$ cat src/scsf_consts.svh
// constants for the serial channel status flag block
`ifndef SCSF_CONSTS_SVH
`define SCSF_CONSTS_SVH
`define SCSF_ADDR_W          4
`define SCSF_OFF_CONTROL     4'h0
`define SCSF_OFF_STATUS      4'h1
`define SCSF_OFF_RX_HOLD     4'h2
`define SCSF_OFF_TX_HOLD     4'h3
`define SCSF_OFF_RX_COUNT    4'h4
`define SCSF_OFF_RX_NCOUNT   4'h5
`define SCSF_OFF_TX_COUNT    4'h6
`define SCSF_OFF_TX_NCOUNT   4'h7
`define SCSF_CR_RX_EN        4
`define SCSF_CR_RX_DIS       5
`define SCSF_CR_TX_EN        6
`define SCSF_CR_TX_DIS       7
`define SCSF_CR_CLEAR_STATUS 8
`define SCSF_CR_START_BREAK  9
`define SCSF_CR_STOP_BREAK   10
`define SCSF_SR_RX_READY     0
`define SCSF_SR_TX_READY     1
`define SCSF_SR_BREAK        2
`define SCSF_SR_RX_END       3
`define SCSF_SR_TX_END       4
`define SCSF_SR_OVERRUN      5
`define SCSF_SR_RX_EN        16
`define SCSF_SR_TX_EN        17
`endif

$ cat src/scsf_pkg.sv
// types shared by the serial channel status flag block
package scsf_pkg;
  typedef struct packed {
    logic       valid;
    logic [7:0] data;
  } scsf_char_t;
  typedef struct packed {
    logic                 wr;
    logic                 rd;
    logic [3:0]           addr;
    logic [31:0]          wdata;
  } scsf_bus_t;
endpackage

$ cat src/scsf_top.sv
// serial channel status flags: receive, transmit, break, overrun, buffer end
//
// Overview of operation
// RULE1: rx ready sets on a complete unread character; rx holding read clears it.
// RULE2: rx ready reads zero while receiver off; pending character shows on re-enable.
// RULE3: tx ready low while holding full, break pending or transmitter off.
// RULE4: tx ready goes high on transmitter enable whenever holding register empty and no break pending.
// RULE5: break flag sets on break or break end; cleared by clear-status command.
// RULE6: rx end flag sets when rx counter hits zero; counter writes clear it. Code sets it on a zero count write while the next counter is zero.
// RULE7: tx end flag sets when tx counter hits zero; counter writes clear it. Code sets it on a zero count write while the next counter is zero.
// RULE8: overrun flag sets on overrun; cleared by clear-status command.
// RULE9: new character while rx ready set is overrun; new character replaces held. Code tests the held flag, so overrun also sets with receiver off.
//
// The register offsets and the plain strobed port were decided locally.
`timescale 1ns/10ps
`include "scsf_consts.svh"
module scsf_top
  import scsf_pkg::*;
#(
  parameter int CNT_W = 16
)(
  input  wire logic                   clk,
  input  wire logic                   resetn,
  input  wire logic [`SCSF_ADDR_W-1:0] addr,
  input  wire logic [31:0]            wdata,
  input  wire logic                   wr,
  input  wire logic                   rd,
  output logic [31:0]                 rdata,
  input  wire scsf_pkg::scsf_char_t    rx_char,
  input  wire logic                   line_break,
  input  wire logic                   tx_shift_take,
  output logic [7:0]                  tx_shift_data,
  output logic                        tx_break_active,
  input  wire logic                   rx_dma_step,
  input  wire logic                   tx_dma_step
);
  import scsf_pkg::*;

  if (CNT_W < 1 || CNT_W > 32)
  begin : g_bad_width
    $error("scsf_top: bad counter width");
  end

  function automatic logic hit(input logic [`SCSF_ADDR_W-1:0] a,
                               input logic [`SCSF_ADDR_W-1:0] off);
    hit = (a == off);
  endfunction

  logic wr_ctrl;
  logic wr_thr;
  logic rd_rhr;
  logic cmd_clr;
  assign wr_ctrl = wr && hit(addr, `SCSF_OFF_CONTROL);
  assign wr_thr  = wr && hit(addr, `SCSF_OFF_TX_HOLD);
  assign rd_rhr  = rd && hit(addr, `SCSF_OFF_RX_HOLD);
  assign cmd_clr = wr_ctrl && wdata[`SCSF_CR_CLEAR_STATUS];

  // the line break level is asynchronous to clk
  logic brk_s1;
  logic brk_s2;
  logic brk_prev;

  logic       rx_en;
  logic       tx_en;
  logic       rx_held;
  logic [7:0] rx_data;
  logic       tx_full;
  logic [7:0] tx_data;
  logic       brk_pend;
  logic       break_seen;
  logic       overrun_flag;
  logic       next_rx_en;
  logic       next_tx_en;
  logic       next_rx_held;
  logic [7:0] next_rx_data;
  logic       next_tx_full;
  logic [7:0] next_tx_data;
  logic       next_brk_pend;
  logic       next_break_seen;
  logic       next_overrun;
  logic       next_tx_break_active;
  logic [7:0] next_tx_shift_data;
  logic       rx_char_ready;
  logic       tx_holding_ready;
  logic       brk_edge;

  assign brk_edge         = brk_s2 ^ brk_prev;
  // held character survives a disable so it reappears on re-enable
  assign rx_char_ready    = rx_en && rx_held; // see RULE1 see RULE2
  assign tx_holding_ready = tx_en && !tx_full && !brk_pend; // see RULE3 see RULE4

  always_comb
  begin
    next_rx_en           = rx_en;
    next_tx_en           = tx_en;
    next_rx_held         = rx_held;
    next_rx_data         = rx_data;
    next_tx_full         = tx_full;
    next_tx_data         = tx_data;
    next_brk_pend        = brk_pend;
    next_break_seen      = break_seen;
    next_overrun         = overrun_flag;
    next_tx_break_active = tx_break_active;
    next_tx_shift_data   = tx_shift_data;
    if (wr_ctrl)
    begin
      if (wdata[`SCSF_CR_RX_EN])
        next_rx_en = 1'b1;
      if (wdata[`SCSF_CR_RX_DIS])
        next_rx_en = 1'b0;
      if (wdata[`SCSF_CR_TX_EN])
        next_tx_en = 1'b1;
      if (wdata[`SCSF_CR_TX_DIS])
        next_tx_en = 1'b0;
      if (wdata[`SCSF_CR_START_BREAK])
        next_brk_pend = 1'b1;
      if (wdata[`SCSF_CR_STOP_BREAK])
        next_tx_break_active = 1'b0;
    end
    if (rd_rhr)
      next_rx_held = 1'b0; // see RULE1
    if (cmd_clr)
    begin
      next_break_seen = 1'b0;
      next_overrun    = 1'b0;
    end
    // sets placed after clears so a same-cycle event wins
    if (rx_char.valid)
    begin
      if (rx_held && !rd_rhr)
        next_overrun = 1'b1; // see RULE8 see RULE9
      next_rx_held = 1'b1; // see RULE1
      next_rx_data = rx_char.data; // see RULE9
    end
    if (brk_edge)
      next_break_seen = 1'b1; // see RULE5
    if (wr_thr)
    begin
      next_tx_full = 1'b1; // see RULE3
      next_tx_data = wdata[7:0];
    end
    // shifter takes the break first, then characters; only when enabled
    if (tx_en && tx_shift_take)
    begin
      if (brk_pend)
      begin
        next_brk_pend        = 1'b0;
        next_tx_break_active = 1'b1;
      end
      else if (tx_full && !wr_thr)
      begin
        next_tx_full       = 1'b0; // see RULE4
        next_tx_shift_data = tx_data;
      end
      else if (tx_full)
        next_tx_shift_data = tx_data;
    end
  end

  always_ff @(posedge clk or negedge resetn)
  begin
    if (!resetn)
    begin
      brk_s1          <= 1'b0;
      brk_s2          <= 1'b0;
      brk_prev        <= 1'b0;
      rx_en           <= 1'b0;
      tx_en           <= 1'b0;
      rx_held         <= 1'b0;
      rx_data         <= 8'h00;
      tx_full         <= 1'b0;
      tx_data         <= 8'h00;
      brk_pend        <= 1'b0;
      break_seen      <= 1'b0;
      overrun_flag    <= 1'b0;
      tx_break_active <= 1'b0;
      tx_shift_data   <= 8'h00;
    end
    else
    begin
      brk_s1          <= line_break;
      brk_s2          <= brk_s1;
      brk_prev        <= brk_s2;
      rx_en           <= next_rx_en;
      tx_en           <= next_tx_en;
      rx_held         <= next_rx_held;
      rx_data         <= next_rx_data;
      tx_full         <= next_tx_full;
      tx_data         <= next_tx_data;
      brk_pend        <= next_brk_pend;
      break_seen      <= next_break_seen;
      overrun_flag    <= next_overrun;
      tx_break_active <= next_tx_break_active;
      tx_shift_data   <= next_tx_shift_data;
    end
  end

  logic [CNT_W-1:0] rx_cnt;
  logic [CNT_W-1:0] rx_ncnt;
  logic [CNT_W-1:0] tx_cnt;
  logic [CNT_W-1:0] tx_ncnt;
  logic             rx_buffer_end;
  logic             tx_buffer_end;

  scsf_counter #(.CNT_W(CNT_W)) u_rx_cnt (
    .clk            (clk),
    .resetn         (resetn),
    .wr_count       (wr && hit(addr, `SCSF_OFF_RX_COUNT)),
    .wr_next        (wr && hit(addr, `SCSF_OFF_RX_NCOUNT)),
    .wdata          (wdata[CNT_W-1:0]),
    .step           (rx_dma_step),
    .count          (rx_cnt),
    .next_count_val (rx_ncnt),
    .buffer_end     (rx_buffer_end) // see RULE6
  );

  scsf_counter #(.CNT_W(CNT_W)) u_tx_cnt (
    .clk            (clk),
    .resetn         (resetn),
    .wr_count       (wr && hit(addr, `SCSF_OFF_TX_COUNT)),
    .wr_next        (wr && hit(addr, `SCSF_OFF_TX_NCOUNT)),
    .wdata          (wdata[CNT_W-1:0]),
    .step           (tx_dma_step),
    .count          (tx_cnt),
    .next_count_val (tx_ncnt),
    .buffer_end     (tx_buffer_end) // see RULE7
  );

  logic [31:0] status_word;
  logic [31:0] next_rdata;
  always_comb
  begin
    status_word = 32'h0;
    status_word[`SCSF_SR_RX_READY] = rx_char_ready;
    status_word[`SCSF_SR_TX_READY] = tx_holding_ready;
    status_word[`SCSF_SR_BREAK]    = break_seen;
    status_word[`SCSF_SR_RX_END]   = rx_buffer_end;
    status_word[`SCSF_SR_TX_END]   = tx_buffer_end;
    status_word[`SCSF_SR_OVERRUN]  = overrun_flag;
    status_word[`SCSF_SR_RX_EN]    = rx_en;
    status_word[`SCSF_SR_TX_EN]    = tx_en;
    next_rdata = 32'h0;
    if (rd)
    begin
      case (addr)
        `SCSF_OFF_STATUS:    next_rdata = status_word;
        `SCSF_OFF_RX_HOLD:   next_rdata = {24'h0, rx_data};
        `SCSF_OFF_TX_HOLD:   next_rdata = {24'h0, tx_data};
        `SCSF_OFF_RX_COUNT:  next_rdata = 32'(rx_cnt);
        `SCSF_OFF_RX_NCOUNT: next_rdata = 32'(rx_ncnt);
        `SCSF_OFF_TX_COUNT:  next_rdata = 32'(tx_cnt);
        `SCSF_OFF_TX_NCOUNT: next_rdata = 32'(tx_ncnt);
        default:             next_rdata = 32'h0;
      endcase
    end
  end

  always_ff @(posedge clk or negedge resetn)
  begin
    if (!resetn)
      rdata <= 32'h0;
    else
      rdata <= next_rdata;
  end

  property p_rx_clear;
    @(posedge clk) disable iff (!resetn) rd_rhr && !rx_char.valid |=> !rx_char_ready;
  endproperty
  a_rx_clear: assert property (p_rx_clear) // see RULE1
    else $error("rx ready not cleared by holding read");
  // checks the read path, not just the gating expression
  property p_rx_off;
    @(posedge clk) disable iff (!resetn)
      !rx_en && rd && hit(addr, `SCSF_OFF_STATUS) |=> !rdata[`SCSF_SR_RX_READY];
  endproperty
  a_rx_off: assert property (p_rx_off) // see RULE2
    else $error("rx ready read as set while receiver off");
  property p_rx_reenable;
    @(posedge clk) disable iff (!resetn)
      wr_ctrl && wdata[`SCSF_CR_RX_EN] && !wdata[`SCSF_CR_RX_DIS] && rx_held && !rd_rhr
      |=> rx_char_ready;
  endproperty
  a_rx_reenable: assert property (p_rx_reenable) // see RULE2
    else $error("held character not shown after receiver enable");
  property p_tx_write;
    @(posedge clk) disable iff (!resetn) wr_thr |=> !tx_holding_ready;
  endproperty
  a_tx_write: assert property (p_tx_write) // see RULE3
    else $error("tx ready not cleared by holding write");
  property p_tx_enable;
    @(posedge clk) disable iff (!resetn)
      wr_ctrl && wdata[`SCSF_CR_TX_EN] && !wdata[`SCSF_CR_TX_DIS]
      && !wdata[`SCSF_CR_START_BREAK] && !tx_full && !brk_pend |=> tx_holding_ready;
  endproperty
  a_tx_enable: assert property (p_tx_enable) // see RULE4
    else $error("tx ready low after enable with empty holding register");
  property p_break_set;
    @(posedge clk) disable iff (!resetn) brk_edge |=> break_seen;
  endproperty
  a_break_set: assert property (p_break_set) // see RULE5
    else $error("break edge not flagged");
  property p_break_hold;
    @(posedge clk) disable iff (!resetn) break_seen && !cmd_clr |=> break_seen;
  endproperty
  a_break_hold: assert property (p_break_hold) // see RULE5
    else $error("break flag dropped without clear");
  property p_overrun;
    @(posedge clk) disable iff (!resetn)
      rx_char.valid && rx_held && !rd_rhr |=> overrun_flag && rx_data == $past(rx_char.data);
  endproperty
  a_overrun: assert property (p_overrun) // see RULE8 see RULE9
    else $error("overrun not flagged or data not replaced");
  property p_ovr_hold;
    @(posedge clk) disable iff (!resetn) overrun_flag && !cmd_clr |=> overrun_flag;
  endproperty
  a_ovr_hold: assert property (p_ovr_hold) // see RULE8
    else $error("overrun dropped without clear");
  property p_rx_end;
    @(posedge clk) disable iff (!resetn)
      rx_dma_step && rx_cnt == CNT_W'(1) && rx_ncnt == '0 && !wr |=> rx_buffer_end;
  endproperty
  a_rx_end: assert property (p_rx_end) // see RULE6
    else $error("rx end flag not set");
  property p_tx_end;
    @(posedge clk) disable iff (!resetn)
      wr && hit(addr, `SCSF_OFF_TX_COUNT) && wdata[CNT_W-1:0] != '0 |=> !tx_buffer_end;
  endproperty
  a_tx_end: assert property (p_tx_end) // see RULE7
    else $error("tx end flag not cleared by counter write");
endmodule

$ cat src/scsf_counter.sv
// one transfer counter with a next counter and a sticky end-of-buffer flag
`timescale 1ns/10ps
module scsf_counter
  import scsf_pkg::*;
#(
  parameter int CNT_W = 16
)(
  input  wire logic             clk,
  input  wire logic             resetn,
  input  wire logic             wr_count,
  input  wire logic             wr_next,
  input  wire logic [CNT_W-1:0] wdata,
  input  wire logic             step,
  output logic [CNT_W-1:0]      count,
  output logic [CNT_W-1:0]      next_count_val,
  output logic                  buffer_end
);
  // counter width must fit the 32-bit write data
  if (CNT_W < 1 || CNT_W > 32)
  begin : g_bad_width
    $error("scsf_counter: bad width");
  end
  logic [CNT_W-1:0] next_count;
  logic [CNT_W-1:0] next_ncount;
  logic             next_end;
  always_comb
  begin
    next_count  = count;
    next_ncount = next_count_val;
    next_end    = buffer_end;
    if (step && count != '0)
    begin
      next_count = count - CNT_W'(1);
      if (count == CNT_W'(1))
      begin
        if (next_count_val != '0)
        begin
          // reload from the next counter so the flag only marks true end
          next_count  = next_count_val;
          next_ncount = '0;
        end
        else
          next_end = 1'b1;
      end
    end
    if (wr_count)
    begin
      next_count = wdata;
      next_end   = (wdata == '0) && (next_count_val == '0);
    end
    if (wr_next)
    begin
      next_ncount = wdata;
      next_end    = 1'b0;
    end
  end
  always_ff @(posedge clk or negedge resetn)
  begin
    if (!resetn)
    begin
      count          <= '0;
      next_count_val <= '0;
      buffer_end     <= 1'b0;
    end
    else
    begin
      count          <= next_count;
      next_count_val <= next_ncount;
      buffer_end     <= next_end;
    end
  end
  property p_end_clear;
    @(posedge clk) disable iff (!resetn) wr_next |=> !buffer_end;
  endproperty
  a_end_clear: assert property (p_end_clear) // see RULE6 see RULE7
    else $error("end flag not cleared by next-counter write");
endmodule

$ cat config.mk
export PLATFORM = sky130hd
export DESIGN_NAME = scsf_top
export DESIGN_NICKNAME = d
export VERILOG_FILES = /design/src/scsf_pkg.sv /design/src/scsf_top.sv /design/src/scsf_counter.sv
export VERILOG_INCLUDE_DIRS = /design/src
export SDC_FILE = /design/constraint.sdc
export NUM_CORES = 1
export LEC_CHECK = 0
export BUFFER_PORTS_ARGS = -buffer_cell sky130_fd_sc_hd__buf_2
export CAP_MARGIN = 10
export CORE_MARGIN = 4
export CORE_UTILIZATION = 35
export DETAILED_ROUTE_END_ITERATION = 10
export PLACE_DENSITY_LB_ADDON = 0.15
export SYNTH_ARGS = -nofsm -noshare
export SYNTH_HDL_FRONTEND = slang
export SYNTH_SLANG_ARGS = --single-unit
$ cat constraint.sdc
create_clock -name clk -period 2.8 [get_ports clk]
set_clock_uncertainty 0.1 [all_clocks]
set_input_delay 0.14 -clock clk [delete_from_list [all_inputs] [get_ports clk]]
set_output_delay 0.14 -clock clk [all_outputs]
set_load 0.01 [all_outputs]
==> summary.txt, run 1 <==
Status: completed
First-pass GRT wire length: 32,100 um
Clock Path Buffers: 2
Congestion Overflow GR: 0
Maximum VDD drop: 0.000506 V
Core area: 18,000 um^2
Fin. Hold Viols: 0
Setup crit start kind: flop
Wirelength per Cell: 22.0 um
Drt via density: 5.82
Largest net degree at the start of global routing: 81
Hold Slack: 0.0238 ns
CTS tree: built
Post-synth top area share: 46.3%
Slew Viols, Final: 0
Pwr dens: 915 nW/um^2
EDFF count, synth: 0
Drt first pass iters: 5
Layout filler cell count: 1,757
Reg area: 2980 um^2
Synthesized area per cell: 10.6 um^2
Vias in the first global route: 5,351
XOR/XNOR Fraction of Synth Area: 3.40%
Clk slew on worst S/H paths: 0.06 ns
Multi-input gate area: 3170 um^2
Synth Area in Simple Gates: 15.0%
Adder-cell share of the synthesized area: 1.17%
Synth cell types: 66
Die W: 144 um
Leakage: 0.00334 uW
Top-count cell post-synth: dfrtp_1
Compound-Gate Fraction of Synth Area: 20.1%
Detail Route Antenna Nets: 0
Root buf cell: clkbuf_16
Synth-to-Final Area Change: 21.3%
Die height: 144 um
I/O Buffers: 63
Clk_lat worst skew: 0.42 ns
Initial DRC Count: 530
Post-synth ARST share: 100%
Worst-margin pin slew: 0.889 ns
Top post-synthesis cells by area: dfrtp_1 (46%), a22o_1 (5.3%), mux2_2 (4.7%)
Total GRT Usage: 20.6%
Pwr Total: 7140 uW
Cell taking the most area after synthesis: dfrtp_1
Fmax achieved: 401 MHz
Clock sink count: 119
Slew HR: 40.6%
DIE AREA: 20,600 um^2
Hold Crit Class: in -> reg
Final worst path period share: 89.1%
RD Place Congestion: 0.808
Critical path peak fanout: 16
Setup TNS: 0 ns
Initial antenna violation count: 0
Final HPWL DP: 14,500 um
Final setup viols: 0
CTS buffer count: 17
CTS H-tree depth: 4
Fraction of layout cells with a size suffix above 1: 22.4%
Maxcap violations: 0
Synth Flop Type: dfrtp_1
Main combinational cell family by area after synthesis: compound AO/OA/AOI/OAI gates
WL final: 20,600 um
Post-synthesis mux area share: 8.77%
Crit end category: flop
Tmin final: 2.50 ns
Initial core utilization: 35.7%
Number of I/O pins: 94
Nets: 751
Top post-synthesis cells by count: dfrtp_1 (119), a22o_1 (39), a22oi_1 (36)
CP Data Required Time: 3.05 ns
Pre-CTS WS: 0.129 ns
Classification of the worst setup path: reg -> reg
WP data arrival: 2.75 ns
Synthesized instance count: 608
Worst Slack Setup Final: 0.304 ns
# rows: 49
Post-Route Utilization: 43.3%
Netlist area before placement: 6430 um^2
RSZ-0062 raised after global routing: false
Yosys warns: 0
Vias: 5,436
Post-route DRC: 0
Seq/Total Area, Yosys: 46.3%
Inserted Diodes: 0
Seq cells post-synth: 119
[sequential cells by signal, summed over array words and instances, names as in the netlist, 8 cells and up]
signal	flops
rdata	18
rx_data	8
tx_data	8
tx_shift_data	8
u_rx_cnt.count	16
u_rx_cnt.next_count_val	16
u_tx_cnt.count	16
u_tx_cnt.next_count_val	16
[critical path, stage by stage (launching register included)]
cell	delay, ns
dfrtp_1	0.49
inv_1	0.15
ha_1	0.16
nor4b_1	0.22
nand4_1	0.24
and2_1	0.33
a21oi_4	0.51
a22o_1	0.22
[final timing paths]
kind,to,cells after the start,start,slack (ns)
hold reg to reg,brk_s2,0,brk_s1,0.25
setup reg to reg,u_tx_cnt.next_count_val[9],7,u_tx_cnt.count[0],0.30
max in group asynchronous,tx_shift_data[7],3,resetn,1.61
hold / removal,tx_full,3,wr,0.02
min in group asynchronous,u_rx_cnt.count[10],2,resetn,0.15
setup / recovery,u_tx_cnt.next_count_val[9],7,u_tx_cnt.count[0],0.30
[power breakdown]
part	leakage (uW)	internal [uW]	switching [uW]
Sequential	0.00151	2190	738
Combinational	0.00154	988	975
Clock	0.000291	1450	801
Total	0.00334	4630	2510
[what timing repair did]
item                                   4_1_cts  5_1_grt
hold buffers                                23        0
buffers inserted                             0        0
gates resized for setup                      0        0
endpoints found under the hold margin       73        0
[cell type report]
type / instances / share of cell area [%]
tap: 229 / 3.67
multi-input combinational: 438 / 40.6
clock buffer: 22 / 5.95
timing repair buffer: 108 / 9.35
clock inverter: 10 / 1.86
inverter: 8 / 0.385
sequential: 119 / 38.2
[routing by layer]
layer	GRT usage [%]	wire, um	vias up	part of all wire [%]
met3	4.56	1210	32	5.9
met4	7.04	499	0	2.4
li1	-	-	2444	-
met2	30.1	9120	218	44
met1	30.2	9750	2742	47
met5	0	0	-	0
[through the flow]
step / cells / cell area (um^2)
2_1_floorplan: 621 / 6480
3_3_place_gp: 878 / 6950
3_5_place_dp: 878 / 6950
4_1_cts: 933 / 7790
5_1_grt: 934 / 7800
6_report: 934 / 7800
[placed cells by master, fill, tap and decap left out, types with 19 or more instances in the layout]
cell type / instances
mux2_2: 27
a21oi_1: 31
buf_4: 21
a22o_1: 39
o21ai_1: 19
nand2_1: 27
dlygate4sd3_1: 23
nor2_1: 24
buf_2: 62
mux2i_1: 26
a22oi_1: 36
xnor2_1: 21
dfrtp_1: 119
[logic make-up after synthesis]
| logic type | count (synthesis) |
|---|---|
| and+or+nand+nor | 161 |
| AOI/OAI and AO/OA | 179 |
| other | 1 |
| muxes | 53 |
| xor gates and xnor gates | 25 |
| adders and majority gates | 6 |
| DFF | 119 |
| buffers and inverters | 64 |
No activity file was read; power rests on OpenSTA's default activity.
==> run 2, diff against run 1 <==
CELL_PAD_IN_SITES_DETAIL_PLACEMENT = 1   (was unset)
CELL_PAD_IN_SITES_GLOBAL_PLACEMENT = 1   (was unset)
CTS_CLUSTER_SIZE = 20   (was unset)
==> summary.txt, run 2 (synthesized netlist as in run 1, its figures left out) <==
Status: completed (unchanged)
Final setup viols: 0 (unchanged)
Detail Route Antenna Nets: 0 (unchanged)
Hold Slack: 0.0170 ns (was 0.0238 ns)
Clk slew on worst S/H paths: 0.06 ns (about the same)
CTS H-tree depth: 4 (unchanged)
Pre-CTS WS: 0.225 ns (was 0.129 ns)
Synth-to-Final Area Change: 21.2% (was 21.3%)
Clock sink count: 119 (unchanged)
WP data arrival: 2.85 ns (was 2.75 ns)
Layout filler cell count: 2,021 (was 1,757)
Initial DRC Count: 340 (was 530)
Die W: 144 um (unchanged)
Clk_lat worst skew: 0.43 ns (was 0.42 ns)
Initial antenna violation count: 0 (unchanged)
Die height: 144 um (unchanged)
Clock Path Buffers: 2 (unchanged)
Largest net degree at the start of global routing: 38 (was 81)
Hold Crit Class: in -> reg (unchanged)
Fraction of layout cells with a size suffix above 1: 23.4% (was 22.4%)
Cts hold-fix bufs: 23 (unchanged)
Fin. Hold Viols: 0 (unchanged)
RD Place Congestion: 0.865 (was 0.808)
Final HPWL DP: 15,900 um (was 14,500 um)
RSZ-0062 raised after global routing: false (unchanged)
Commonest non-fill, non-tap cell in the layout: dfrtp_1 (unchanged)
Sw frac: 37.3% (was 35.2%)
Initial core utilization: 35.7% (unchanged)
Commonest cells after routing, fill and taps aside: dfrtp_1 (119), buf_2 (62), a22o_1 (39) (unchanged)
Pwr dens: 906 nW/um^2 (was 915 nW/um^2)
Critical path peak fanout: 16 (unchanged)
Max reg flops: 18 (unchanged)
Postcts setup bufs: 0 (unchanged)
Worst Slack Setup Final: 0.211 ns (was 0.304 ns)
Tmin final: 2.59 ns (was 2.50 ns)
CP Data Required Time: 3.06 ns (was 3.05 ns)
Maximum VDD drop: 0.000547 V (was 0.000506 V)
Largest reg by FF count: rdata (unchanged)
Post_cts resized: 0 (unchanged)
Share of power burned in registers: 41.4% (was 41.0%)
CTS buffer count: 17 (unchanged)
Setup TNS: 0 ns (unchanged)
Total GRT Usage: 22.3% (was 20.6%)
WL final: 22,000 um (was 20,600 um)
Post-route DRC: 0 (unchanged)
Worst-margin pin slew: 0.879 ns (was 0.889 ns)
# rows: 49 (unchanged)
Slew Viols, Final: 0 (unchanged)
Fmax achieved: 386 MHz (was 401 MHz)
Post-Route Utilization: 43.2% (was 43.3%)
Drt via density: 5.82 (about the same)
Setup crit start kind: flop (unchanged)
Core area: 18,000 um^2 (unchanged)
Comb pwr share: 28.7% (was 27.5%)
Internal power: 4430 uW (was 4630 uW)
Root buf cell: clkbuf_16 (unchanged)
Slew HR: 41.2% (was 40.6%)
Wirelength per Cell: 23.4 um (was 22.0 um)
Classification of the worst setup path: reg -> reg (unchanged)
Vias in the first global route: 5,781 (was 5,351)
Drt first pass iters: 5 (unchanged)
Clock power share: 29.9% (was 31.5%)
Inserted Diodes: 0 (unchanged)
CTS tree: built (unchanged)
First-pass GRT wire length: 34,500 um (was 32,100 um)
Crit end category: flop (unchanged)
Leakage: 0.00335 uW (was 0.00334 uW)
DIE AREA: 20,600 um^2 (unchanged)
Congestion Overflow GR: 0 (unchanged)
Psw: 2640 uW (was 2510 uW)
Maxcap violations: 0 (unchanged)
Vias: 5,468 (was 5,436)
I/O Buffers: 63 (unchanged)
Final worst path period share: 92.5% (was 89.1%)
Number of I/O pins: 94 (unchanged)
Nets: 756 (was 751)
==> run 2: changes by cell type in the layout (fill, tap and decap cells not counted), moves of 2 or more <==
| cell | before | now |
|---|---|---|
| bufinv_16 | 3 | 1 |
| buf_4 | 21 | 27 |
| clkinv_2 | 1 | 3 |
| clkbuf_8 | 2 | 0 |
| inv_6 | 1 | 5 |
| clkbuf_1 | 3 | 0 |
==> run 2: final cells by class <==
class	count	area (um^2)	area share, %
clock buffer	17	425	5.46
clock inverter	15	141	1.81
inverter	8	30.0	0.385
multi-input combinational	438	3170	40.7
sequential	119	2980	38.2
tap	229	287	3.68
timing repair buffer	113	763	9.79
==> run 2: per-stage QoR <==
| stage | std cells | power [uW] | cell area, um^2 |
|---|---|---|---|
| after global placement | 884 | 4850 | 7000 |
| after global routing | 939 | 7490 | 7790 |
| final | 939 | 7060 | 7790 |
| after detailed placement | 884 | 4930 | 7000 |
| after floorplan | 621 | 4180 | 6480 |
| after CTS | 939 | 7100 | 7790 |
==> run 2: power by group through the flow <==
| stage | Combinational [uW] | Sequential, uW | Clock, uW |
|---|---|---|---|
| 2_1_floorplan | 1570 | 2610 | 0 |
| 3_3_place_gp | 1940 | 2910 | 0 |
| 3_5_place_dp | 2000 | 2930 | 0 |
| 4_1_cts | 2050 | 2910 | 2150 |
| 5_1_grt | 2260 | 3000 | 2230 |
| 6_report | 2030 | 2920 | 2110 |
==> run 2: final timing paths <==
path                                        start                    endpoint  slack, ns  cells after the start
worst min register to register             brk_s1                      brk_s2       0.26                      0
worst max-delay path            u_tx_cnt.count[1]  u_tx_cnt.next_count_val[4]       0.21                      7
max in group asynchronous                  resetn                  rx_data[2]       1.61                      3
worst min-delay path                     wdata[4]                       rx_en       0.02                      3
min in group asynchronous                  resetn          u_rx_cnt.count[12]       0.11                      2
worst max register to register  u_tx_cnt.count[1]  u_tx_cnt.next_count_val[4]       0.21                      7
==> run 2: per-layer routing <==
layer	up-vias	GRT usage, %	share of wire, %
li1	2464	-	-
met4	0	7.14	1.9
met3	25	5.26	5.4
met1	2813	30.4	46
met5	-	0	0
met2	166	35.1	47
==> run 2: critical path: stages (launching register included) <==
cell and delay (ns):
dfrtp_1 0.45, inv_1 0.16, ha_1 0.18, nor4b_1 0.24, nand4_1 0.28, and2_1 0.36, a21oi_4 0.53, a22o_1 0.22
==> run 3, diff against run 2 <==
SYNTH_HIERARCHICAL = 1   (was unset)
==> summary.txt, run 3 <==
Status: completed (unchanged)
Hold_sp: wdata[12] (was wdata[4])
Pwr Total: 7360 uW (was 7060 uW)
Synth cell types: 72 (was 66)
Detail Route Antenna Nets: 0 (unchanged)
Largest reg by FF count: rdata (unchanged)
Initial core utilization: 36.1% (was 35.7%)
Met3 usage: 3.40% (was 5.26%)
Root buf cell: clkbuf_16 (unchanged)
Post-synth top area share: 43.4% (was 46.3%)
Clk_lat worst skew: 0.42 ns (was 0.43 ns)
Synthesized instance count: 634 (was 608)
Crit end category: flop (unchanged)
Commonest cells after routing, fill and taps aside: dfrtp_1 (119), buf_2 (62), mux2i_1 (41) (was dfrtp_1 (119), buf_2 (62), a22o_1 (39))
Grt met1 use: 28.5% (was 30.4%)
Initial antenna violation count: 0 (unchanged)
DIE AREA: 21,900 um^2 (was 20,600 um^2)
Final HPWL DP: 15,700 um (was 15,900 um)
Seq cells post-synth: 119 (unchanged)
Nets: 780 (was 756)
Setup crit start kind: flop (unchanged)
Leakage: 0.00358 uW (was 0.00335 uW)
Initial DRC Count: 342 (was 340)
EDFF count, synth: 0 (unchanged)
Critical path peak fanout: 16 (unchanged)
CTS H-tree depth: 4 (unchanged)
CP Data Required Time: 3.00 ns (was 3.06 ns)
Post_cts resized: 0 (unchanged)
First-pass GRT wire length: 35,600 um (was 34,500 um)
GRT met2 Usage: 34.8% (was 35.1%)
Fraction of layout cells with a size suffix above 1: 26.7% (was 23.4%)
CP Cell Sequence: or4_1, nor2_1, and4_1, buf_4, mux2i_1, o22ai_2 (was inv_1, ha_1, nor4b_1, nand4_1, and2_1, a21oi_4, a22o_1)
Pwr dens: 898 nW/um^2 (was 906 nW/um^2)
Hold Slack: 0.00858 ns (was 0.0170 ns)
Vias in the first global route: 6,062 (was 5,781)
Reg area: 2980 um^2 (unchanged)
RSZ-0062 raised after global routing: false (unchanged)
Critical-path top delay cell: or4_1 (was a21oi_4)
Worst-margin pin slew: 0.771 ns (was 0.879 ns)
Fin. Hold Viols: 0 (unchanged)
Final worst path period share: 91.1% (was 92.5%)
Post-route DRC: 0 (unchanged)
Synth Flop Type: dfrtp_1 (unchanged)
Yosys warns: 6 (was 0)
Synthesized area per cell: 10.8 um^2 (was 10.6 um^2)
Tmin final: 2.55 ns (was 2.59 ns)
Top cell family by delay on the critical path: simple AND/OR/NAND/NOR gates (unchanged)
I/O Buffers: 63 (unchanged)
Max stage delay on crit path: 0.63 ns (was 0.53 ns)
Max reg flops: 18 (unchanged)
Hold Crit Class: in -> reg (unchanged)
Post-synth ARST share: 100% (unchanged)
Top post-synthesis cells by count: dfrtp_1 (119), mux2i_1 (41), nand2_1 (40) (was dfrtp_1 (119), a22o_1 (39), a22oi_1 (36))
Wirelength per Cell: 22.4 um (was 23.4 um)
Clock Path Buffers: 2 (unchanged)
Inserted Diodes: 0 (unchanged)
CP Buf/Inv Count: 1 (unchanged)
Worst r2r src: u_tx_cnt/count[4] (was u_tx_cnt.count[1])
Classification of the worst setup path: reg -> reg (unchanged)
# placed instances: 949 (was 884)
CP Launch Point: u_tx_cnt/count[4] (was u_tx_cnt.count[1])
Die W: 148 um (was 144 um)
Cell taking the most area after synthesis: dfrtp_1 (unchanged)
Final Non-Filler Cells: 994 (was 939)
Grt peak-use layer: met2 (unchanged)
Slew Viols, Final: 0 (unchanged)
Maxcap violations: 0 (unchanged)
Setup TNS: 0 ns (unchanged)
Drt first pass iters: 5 (unchanged)
Largest net degree at the start of global routing: 68 (was 38)
CTS tree: built (unchanged)
# rows: 50 (was 49)
WL final: 22,300 um (was 22,000 um)
Top post-synthesis cells by area: dfrtp_1 (43%), mux2i_1 (6.0%), mux2_2 (5.1%) (was dfrtp_1 (46%), a22o_1 (5.3%), mux2_2 (4.7%))
Netlist area before placement: 6860 um^2 (was 6430 um^2)
Slew HR: 48.6% (was 41.2%)
Drt via density: 5.63 (was 5.82)
Layout filler cell count: 2,148 (was 2,021)
Core area: 19,000 um^2 (was 18,000 um^2)
Clk slew on worst S/H paths: 0.06 ns (about the same)
Die height: 148 um (was 144 um)
Multi-input gate area: 3540 um^2 (was 3170 um^2)
Seq/Total Area, Yosys: 43.4% (was 46.3%)
Commonest non-fill, non-tap cell in the layout: dfrtp_1 (unchanged)
Congestion Overflow GR: 0 (unchanged)
Total GRT Usage: 21.0% (was 22.3%)
RD Place Congestion: 0.820 (was 0.865)
Number of I/O pins: 94 (unchanged)
Synth-to-Final Area Change: 19.4% (was 21.2%)
Final setup viols: 0 (unchanged)
Top-count cell post-synth: dfrtp_1 (unchanged)
Fmax achieved: 392 MHz (was 386 MHz)
WP data arrival: 2.75 ns (was 2.85 ns)
Clock sink count: 119 (unchanged)
CTS buffer count: 17 (unchanged)
Vias: 5,593 (was 5,468)
Maximum VDD drop: 0.000411 V (was 0.000547 V)
run 3: changes by cell type after synthesis, moves of 6 or more:
| cell | change |
|---|---|
| a22oi_1 | -34 |
| nor3b_1 | +19 |
| o21ai_0 | +19 |
| o21ai_1 | -18 |
| mux2i_1 | +15 |
| nand2_1 | +13 |
| clkbuf_1 | -8 |
| o21ai_2 | +8 |
| o22a_1 | +8 |
| o22ai_1 | -8 |
| buf_6 | +7 |
| and3b_1 | +6 |
| nor3_1 | -6 |
| o221ai_1 | +6 |
run 3: layout make-up:
cell class,instances,area share [%]
multi-input cells,463,43.2
flip-flops and latches,119,36.3
repair buffers,111,8.98
clock buffers,18,5.24
well taps,260,3.97
clock inverters,14,1.86
inverters,9,0.412
run 3: worst reg2reg max path: stages, from the launching register on:
cell and delay [ns]:
dfrtp_1 0.48, or4_1 0.63, nor2_1 0.20, and4_1 0.29, buf_4 0.33, mux2i_1 0.31, o22ai_2 0.10
run 3: where the power goes:
group / switching [uW] / leakage, uW / total [uW] / internal [uW]
sequential: 727 / 0.00151 / 2920 / 2190
combinational: 1130 / 0.00179 / 2260 / 1130
clock: 866 / 0.000273 / 2180 / 1320
total: 2720 / 0.00358 / 7360 / 4640
run 3: cell families (layout without fill, tap and decap cells):
kind of cell | count (synthesis) | count (layout) | synth area share, %
other | 1 | 14 | 0.0546
buffers and inverters | 65 | 152 | 6.00
and+or+nand+nor | 192 | 192 | 17.5
AOI/OAI and AO/OA | 148 | 148 | 16.0
adders and majority gates | 6 | 6 | 1.09
xor gates and xnor gates | 26 | 26 | 3.32
muxes | 77 | 77 | 12.7
DFF | 119 | 119 | 43.4
run 3: path summary, 6_finish.rpt:
check	end	slack, ns	depth (start not counted)
max in group asynchronous	u_rx_cnt/count[8]	1.54	3
worst min-delay path	u_tx_cnt/count[12]	0.009	3
worst max-delay path	u_tx_cnt/count[9]	0.25	6
worst max register to register	u_tx_cnt/count[9]	0.25	6
worst min register to register	brk_s2	0.25	0
min in group asynchronous	brk_prev	0.21	2
run 3: metal layers:
layer	vias to the layer above	wire length, um
met5	-	0
met4	0	337
met3	28	751
met2	115	11000
met1	2916	10100
li1	2534	-
run 3: metrics by stage:
step,utilization (%),setup WS [ns],cell area (um^2)
floorplan,-,0.381,6910
global placement,39.3,0.322,7480
detailed placement,39.3,0.288,7480
CTS,43.1,0.258,8190
global route,43.1,0.0787,8190
finish,43.1,0.248,8190
run 3: timing repair:
item / CTS / global route
hold endpoints to repair: 69 / 0
buffers inserted: 0 / 0
hold buffers: 13 / 0
